File: src/verilog/sysopt_pkg.sv
/*
 package for the system options and device identification register bank.
 assumes an apb slave with 32-bit data, one register per aligned word.
*/
package sysopt_pkg;
	// ------------------------------------------------------------
	// register byte addresses
	// ------------------------------------------------------------
	localparam logic [7:0] OFS_OPT_PRIMARY   = 8'h00;
	localparam logic [7:0] OFS_OPT_SECONDARY = 8'h04;
	localparam logic [7:0] OFS_IDENT_HIGH    = 8'h08;
	localparam logic [7:0] OFS_IDENT_LOW     = 8'h0C;
	localparam logic [7:0] OFS_RESET_CAUSE   = 8'h10;

	// ------------------------------------------------------------
	// primary and secondary options field positions
	// ------------------------------------------------------------
	localparam int BIT_WD_ENABLE   = 7;
	localparam int BIT_WD_LONG     = 6;
	localparam int BIT_STOP_ALLOW  = 5;
	localparam int BIT_SPARE       = 4;
	localparam int BIT_DEBUG_PIN   = 1;
	localparam int BIT_RESET_PIN   = 0;
	localparam int BIT_WD_CLK_SEL  = 0;

	// writable bits of the primary options register; bits 3:2 read zero
	localparam logic [7:0] PRIMARY_WMASK = 8'hF3;

	// ------------------------------------------------------------
	// reset values
	// ------------------------------------------------------------
	// bits 7:1 = 1,1,0,1,0,0,1: stop mode disallowed after reset
	localparam logic [6:0] PRIMARY_RESET_HI   = 7'h69;
	localparam logic       RESET_PIN_POR      = 1'b0;
	localparam logic       WD_CLK_SEL_RESET   = 1'b0;

	// ------------------------------------------------------------
	// identification, values arbitrary
	// ------------------------------------------------------------
	localparam logic [3:0]  DEF_REVISION    = 4'h0;
	localparam logic [11:0] DEF_PART_NUMBER = 12'h0A5;
endpackage

File: src/verilog/system_options_and_device_id.sv
/*
 system options register bank: write-once options, watchdog clock select and
 read-only identification. assumes an apb master on pclk and a separate
 power-on reset input alongside the system reset.
*/
// Contract
// - only the first primary options write after reset is taken; later ones ignored
// - primary options read always returns current contents
// - bit 7 enables the watchdog, forcing reset on timeout
// - bit 6 picks long watchdog timeout, else short
// - bit 5 clear makes a stop instruction an illegal-opcode reset
// - bit 1 selects debug pin function, defaulting to debug on every reset
// - bit 0 selects reset pin function, else input-only port use
// - internal pullup on reset pin while reset function selected
// - reset pin select clears only on power-on reset
// - bit 4 stores and reads back with no effect
// - write-once watchdog clock select: 0 internal 32 kHz, 1 bus clock
// - high ident upper nibble is fixed revision; ident registers read-only
// - high ident low nibble plus low ident form fixed 12-bit part number
`timescale 1ns/100ps

module system_options_and_device_id #(
	parameter logic [3:0]  REVISION    = sysopt_pkg::DEF_REVISION,
	parameter logic [11:0] PART_NUMBER = sysopt_pkg::DEF_PART_NUMBER
) (
	// apb
	input  wire logic        pclk,
	input  wire logic        presetn,
	input  wire logic        psel,
	input  wire logic        penable,
	input  wire logic        pwrite,
	input  wire logic [7:0]  paddr,
	input  wire logic [31:0] pwdata,
	output logic      [31:0] prdata,
	output logic             pready,
	output logic             pslverr,
	// power-on reset, active low, asserted together with presetn
	input  wire logic        por_n,
	// controls to the rest of the chip
	output logic             watchdog_enable,
	output logic             watchdog_long_timeout,
	output logic             watchdog_clock_select,
	output logic             stop_mode_allow,
	input  wire logic        stop_attempt,
	output logic             illegal_stop_reset,
	output logic             debug_pin_function_select,
	output logic             reset_pin_function_select,
	output logic             reset_pin_pullup_en
);
	// ------------------------------------------------------------
	// state
	// ------------------------------------------------------------
	logic [7:1] opt_hi_ff,     nxt_opt_hi;
	logic       opt_locked_ff, nxt_opt_locked;
	logic       wdclk_ff,      nxt_wdclk;
	logic       wdclk_lock_ff, nxt_wdclk_lock;
	logic [7:0] rdata_ff,      nxt_rdata;
	logic       slverr_ff,     nxt_slverr;
	logic       rst_pin_ff,    nxt_rst_pin;

	logic access;
	logic wr;
	logic hit;
	logic [7:0] primary;

	assign access = psel & penable;
	assign wr     = access & pwrite;
	assign hit    = (paddr == sysopt_pkg::OFS_OPT_PRIMARY)   |
	                (paddr == sysopt_pkg::OFS_OPT_SECONDARY) |
	                (paddr == sysopt_pkg::OFS_IDENT_HIGH)    |
	                (paddr == sysopt_pkg::OFS_IDENT_LOW);

	// bits 3:2 forced zero on read
	assign primary = {opt_hi_ff[7:4], 2'b00, opt_hi_ff[1], rst_pin_ff} &
	                 sysopt_pkg::PRIMARY_WMASK;

	// ------------------------------------------------------------
	// next state
	// ------------------------------------------------------------
	always_comb begin
		nxt_opt_hi     = opt_hi_ff;
		nxt_opt_locked = opt_locked_ff;
		nxt_rst_pin    = rst_pin_ff;
		nxt_wdclk      = wdclk_ff;
		nxt_wdclk_lock = wdclk_lock_ff;
		nxt_rdata      = 8'h00;
		nxt_slverr     = 1'b0;
		if (wr && paddr == sysopt_pkg::OFS_OPT_PRIMARY && !opt_locked_ff) begin
			// first write wins, the lock itself is what software relies on
			nxt_opt_hi     = {pwdata[7:4], 2'b00, pwdata[1]};
			nxt_rst_pin    = pwdata[sysopt_pkg::BIT_RESET_PIN];
			nxt_opt_locked = 1'b1;
		end
		if (wr && paddr == sysopt_pkg::OFS_OPT_SECONDARY && !wdclk_lock_ff) begin
			nxt_wdclk      = pwdata[sysopt_pkg::BIT_WD_CLK_SEL];
			nxt_wdclk_lock = 1'b1;
		end
		if (psel && !penable) begin
			nxt_slverr = ~hit;
			unique case (paddr)
				sysopt_pkg::OFS_OPT_PRIMARY:   nxt_rdata = primary;
				sysopt_pkg::OFS_OPT_SECONDARY: nxt_rdata = {7'h00, wdclk_ff};
				sysopt_pkg::OFS_IDENT_HIGH:    nxt_rdata = {REVISION, PART_NUMBER[11:8]};
				sysopt_pkg::OFS_IDENT_LOW:     nxt_rdata = PART_NUMBER[7:0];
				default:                       nxt_rdata = 8'h00;
			endcase
		end else if (access) begin
			nxt_rdata  = rdata_ff;
			nxt_slverr = slverr_ff;
		end
	end

	// ------------------------------------------------------------
	// registers
	// ------------------------------------------------------------
	// debug pin select defaults to debug on every reset
	always_ff @(posedge pclk or negedge presetn) begin
		if (!presetn) begin
			opt_hi_ff     <= sysopt_pkg::PRIMARY_RESET_HI;
			opt_locked_ff <= 1'b0;
			wdclk_ff      <= sysopt_pkg::WD_CLK_SEL_RESET;
			wdclk_lock_ff <= 1'b0;
			rdata_ff      <= 8'h00;
			slverr_ff     <= 1'b0;
		end else begin
			opt_hi_ff     <= nxt_opt_hi;
			opt_locked_ff <= nxt_opt_locked;
			wdclk_ff      <= nxt_wdclk;
			wdclk_lock_ff <= nxt_wdclk_lock;
			rdata_ff      <= nxt_rdata;
			slverr_ff     <= nxt_slverr;
		end
	end

	// reset pin select survives ordinary resets, cleared only by power-on
	always_ff @(posedge pclk or negedge por_n) begin
		if (!por_n) begin
			rst_pin_ff <= sysopt_pkg::RESET_PIN_POR;
		end else begin
			rst_pin_ff <= nxt_rst_pin;
		end
	end

	// ------------------------------------------------------------
	// outputs
	// ------------------------------------------------------------
	// read data is registered in setup, so every access takes one wait-free cycle
	assign prdata  = {24'h00_0000, rdata_ff};
	assign pready  = 1'b1;
	assign pslverr = access & slverr_ff;

	assign watchdog_enable           = opt_hi_ff[sysopt_pkg::BIT_WD_ENABLE];
	assign watchdog_long_timeout     = opt_hi_ff[sysopt_pkg::BIT_WD_LONG];
	assign watchdog_clock_select     = wdclk_ff;
	assign stop_mode_allow           = opt_hi_ff[sysopt_pkg::BIT_STOP_ALLOW];
	assign illegal_stop_reset        = stop_attempt & ~opt_hi_ff[sysopt_pkg::BIT_STOP_ALLOW];
	assign debug_pin_function_select = opt_hi_ff[sysopt_pkg::BIT_DEBUG_PIN];
	assign reset_pin_function_select = rst_pin_ff;
	assign reset_pin_pullup_en       = rst_pin_ff;
endmodule

File: config.mk
export PLATFORM = sky130hd
export DESIGN_NAME = system_options_and_device_id
export DESIGN_NICKNAME = d
export VERILOG_FILES = /design/src/verilog/sysopt_pkg.sv /design/src/verilog/system_options_and_device_id.sv
export SDC_FILE = /design/constraint.sdc
export NUM_CORES = 1
export LEC_CHECK = 0
export ABC_AREA = 1
export BUFFER_PORTS_ARGS = -buffer_cell sky130_fd_sc_hd__buf_2
export CAP_MARGIN = 15
export CORE_MARGIN = 10
export CORE_UTILIZATION = 40
export DETAILED_ROUTE_END_ITERATION = 10
export GPL_TIMING_DRIVEN = 1
export PLACE_DENSITY_LB_ADDON = 0.2
export SLEW_MARGIN = 10
export SYNTH_ARGS = -nofsm -noshare
export SYNTH_HDL_FRONTEND = slang
export SYNTH_SLANG_ARGS = --single-unit
export TNS_END_PERCENT = 100
File: constraint.sdc
create_clock -name pclk -period 1.7 [get_ports pclk]
set_input_delay 0.17 -clock pclk [delete_from_list [all_inputs] [get_ports pclk]]
set_output_delay 0.17 -clock pclk [all_outputs]
set_load 0.02 [all_outputs]
* Yosys cells after proc, flatten, opt, wreduce, memory -nomap -nowiden
Cells that the tools add are included.
** Operators by class
- Equality and inequality tests :: 4
- Muxes and demuxes :: 5
- Bitwise gates (word level) :: 9
- Reduce and logical (&&, ||, !) cells :: 9
** Operator list (count)
- $pmux W8 S3 :: 1
- $eq A8 B4 Y1 const B :: 2
- $mux W8 :: 2
- $eq A8 B3 Y1 const B :: 1
- $logic_not A8 Y1 :: 1
- $logic_and A1 B1 Y1 :: 5
- $and A1 B1 Y1 :: 4
- $logic_not A1 Y1 :: 3
- $or A1 B1 Y1 :: 3
- $mux W1 :: 2
- $ne A2 B1 Y1 const B :: 1
- $not A1 Y1 :: 2
** Storage, ports and cells
- Flip-flop bits (word level) :: 18
- Bits of input ports :: 47
- Output and inout port bits :: 42
- Word-level logic and storage cells :: 34

* Longest topological paths before layout
- Depth in word-level cells :: 6
- Depth in mapped cells :: 7
- Depth with buffers taken out :: 7

* Worst setup path after synthesis
OpenSTA, ideal clock, no wires.
- Path kind :: reg-to-output
- Start :: reg opt_hi_ff[5] (netlist bit)
- End :: out illegal_stop_reset
- Data arrival time :: 0.785 ns
- Data required time :: 1.530 ns
- Slack :: 0.745 ns
- Stages on the path, launching flop included :: 2
- Buffers on the path :: 0
- Cells stage by stage :: dfrtp_1 -> nor2_1
** On the way
- Cells in the longest elaborated chain, start to end :: 2
** RTL lines
- start, declared :: RTL line system_options_and_device_id.sv:53 : logic [7:1] opt_hi_ff, nxt_opt_hi;
- start signal, assigned :: RTL line system_options_and_device_id.sv:119 : opt_hi_ff <= sysopt_pkg::PRIMARY_RESET_HI;
- start signal, assigned :: RTL line system_options_and_device_id.sv:126 : opt_hi_ff <= nxt_opt_hi;
- $not A1 Y1 :: RTL line system_options_and_device_id.sv:156 : assign illegal_stop_reset = stop_attempt & ~opt_hi_ff[sysopt_pkg::BIT_STOP_ALLOW];
- $and A1 B1 Y1 :: RTL line system_options_and_device_id.sv:156
- end, declared :: RTL line system_options_and_device_id.sv:45 : output logic illegal_stop_reset,
Every way passes these cells.

* Worst setup path after layout
- Start :: reg opt_hi_ff[7] (netlist bit)
- End :: out watchdog_enable
** RTL lines
- end, declared :: RTL line system_options_and_device_id.sv:40 : output logic watchdog_enable,
No word-level cell between the ends.

==> reports/results.ini <==
[global_routing]
grt_usage=0.0947
antenna_found_initial=0
grt-ovfl-total=0
grt_pass1_vias=863
grt_start_max_net_pins=17
grt_pass1_wl_um=4020

[setup_path]
crit_arrival_ns=1.03
max_stage_delay_ns=0.57
critPathLaunchType=flip-flop
crit_type=flip-flop to output pin
crit_family=flip-flops
crit_path_cell_trace=buf_2
path_buf_inv=1
cpMaxStageDelayCell=dfstp_2
worstSetupEndpointType=output pin
cp_max_fo=3
cp_data_required_time_ns=1.53

[floorplan]
dieArea_um2=4990
core_um2=2450
rows=18
die_h_um=70.6
start_util=0.417
ios=89
dieWidth_um=70.6

[synth]
synthTopCellsByArea=dfrtp_1 (32%), buf_4 (20%), nand2_1 (11%)
syn_inst=125
synth_seq_cells=17
yosysUniqueCellTypes=15
netlist_area_um2=1020
synth_area_per_cell_um2=8.20
yosysWarningCount=0
synth_top_area_cell=dfrtp_1
synth_top_area_share=0.317
ys_seq_area_frac=0.420

[detailed_routing]
ant_nets=0
wl_per_cell_um=12.5
dr.pass1.iters=4
drtIter0Drc=16
drt-vias-per-instance=4.24
via_count=819
remaining_drc_errors=0
drt-total-wl_um=2420

[power_and_ir_drop]
power_leakage_nw=0.690
p_per_area_nw_per_um2=643
ir_worst_vdd_mv=0.329

[finish]
num_antenna_cells=0
mostFrequentLayoutCell=buf_2
fill_cells=248
final_cell_mix=buf_2 (36), nand2_1 (29), conb_1 (26)
nets=211
area_growth_pct=13.8
layout-drive-gt1-share=0.325

[sta]
fin_crit_ns=1.20
max_freq_mhz=834
min_period_over_period=0.705
final-hold-violation-count=0
rsz0062_at_grt=false
fin_skew_ns=0.00778
setup_viol=0
hold_slack_ns=0.0900
maxSlewViolCount=0
setup_tns_ns=0

[clock_tree]
h-tree-depth=1
clock-root-buffer=clkbuf_4
cts_buffer_depth=2
clock-sinks=17
path_clk_slew_ns=0.11
tritoncts=done
post_cts.repair.setup_buffers=0
cts_buffers=3
clk_latency_ns=0.29

[placement]
dpl.hpwl_um=2030
gp_congestion=0.749
io_buffers=36

[flow_run]
maxCapViolCount=0

[worst_hold_path]
worstHoldPathType=input port to flip-flop

[status]
outcome=complete, no violations

==> layer usage <==
metal / routed length (um) / global-route usage / up-vias
met4: 12 / 0.0323 / 0
met3: 271 / 0.0488 / 2
met1: 988 / 0.103 / 366
met2: 1150 / 0.156 / 33
li1: - / - / 418
met5: 0 / 0 / -
==> state kept, by name, summed over array words and instances (netlist names) <==
signal and count:
watchdog_clock_select 1, wdclk_lock_ff 1, opt_locked_ff 1, rdata_ff 7, opt_hi_ff 5, slverr_ff 1, reset_pin_function_select 1
==> Yosys cell counts <==
cell type	number
inv_1	11
nor2_4	2
o21ai_0	1
buf_4	27
buf_6	1
nand2_1	29
nand2_2	2
nor2_2	4
nand4_1	8
nor2_1	8
dfrtp_1	13
nand3_4	1
nand3_1	12
dfstp_2	4
conb_1	2
==> where the power goes <==
group / total, mW / switching, mW / internal [mW]
clock: 0.221 / 0.134 / 0.0874
combinational: 0.121 / 0.0930 / 0.0280
sequential: 0.407 / 0.000494 / 0.407
total: 0.749 / 0.228 / 0.522
==> area by class of cell <==
class / instances / area (um2) / area share
Multi-Input combinational cell: 93 / 429 / 0.368
Inverter: 11 / 41.3 / 0.0354
Timing Repair Buffer: 38 / 200 / 0.172
Tap cell: 30 / 37.5 / 0.0322
Clock buffer: 3 / 22.5 / 0.0193
Sequential cell: 17 / 430 / 0.369
Clock inverter: 1 / 5.00 / 0.00429
==> per-stage QoR <==
stage / instances / utilization / setup slack, ns / area (um2) / total power, mW
2_1_floorplan: 149 / - / 0.745 / 1110 / 0.536
3_3_place_gp: 187 / 0.456 / 0.514 / 1120 / 0.529
3_5_place_dp: 187 / 0.456 / 0.481 / 1120 / 0.531
4_1_cts: 193 / 0.475 / 0.488 / 1170 / 0.761
5_1_grt: 193 / 0.475 / 0.441 / 1170 / 0.788
6_report: 193 / 0.475 / 0.501 / 1170 / 0.749
==> worst reg2reg max path, delay by kind of cell (launching register included) <==
kind / cells / cell delay, ns
flip-flops: 1 / 0.38
buffers and inverters: 1 / 0.21
AND/OR/NAND/NOR: 3 / 0.29
==> kinds of logic (layout without fill, tap and decap cells) <==
family | Yosys count | in the layout | synth area share
AO/OA/AOI/OAI | 1 | 1 | 0.00488
flip-flops | 17 | 17 | 0.420
buffers and inverters | 39 | 53 | 0.249
other | 2 | 26 | 0.00733
AND/OR/NAND/NOR | 66 | 66 | 0.319
==> path summary, 6_finish.rpt <==
kind	from	to	slack [ns]	depth (start not counted)
min in group asynchronous	por_n	reset_pin_function_select$_DFFE_PN0P_	0.16	2
worst min register to register	opt_hi_ff[4]$_DFFE_PN1P_	opt_hi_ff[4]$_DFFE_PN1P_	0.47	2
worst max-delay path	opt_hi_ff[7]$_DFFE_PN1P_	watchdog_enable	0.50	1
worst max register to register	opt_locked_ff$_DFFE_PN0P_	opt_hi_ff[5]$_DFFE_PN0P_	0.72	4
worst min-delay path	pwdata[7]	opt_hi_ff[7]$_DFFE_PN1P_	0.09	3
max in group asynchronous	presetn	opt_hi_ff[4]$_DFFE_PN1P_	1.08	2
==> what timing repair did <==
| item | CTS | global route |
|---|---|---|
| endpoints found under the hold margin | 13 | 0 |
| resized for setup | 0 | 0 |
| hold buffers | 2 | 0 |
Note: power is estimated with default switching activity, not from simulation.
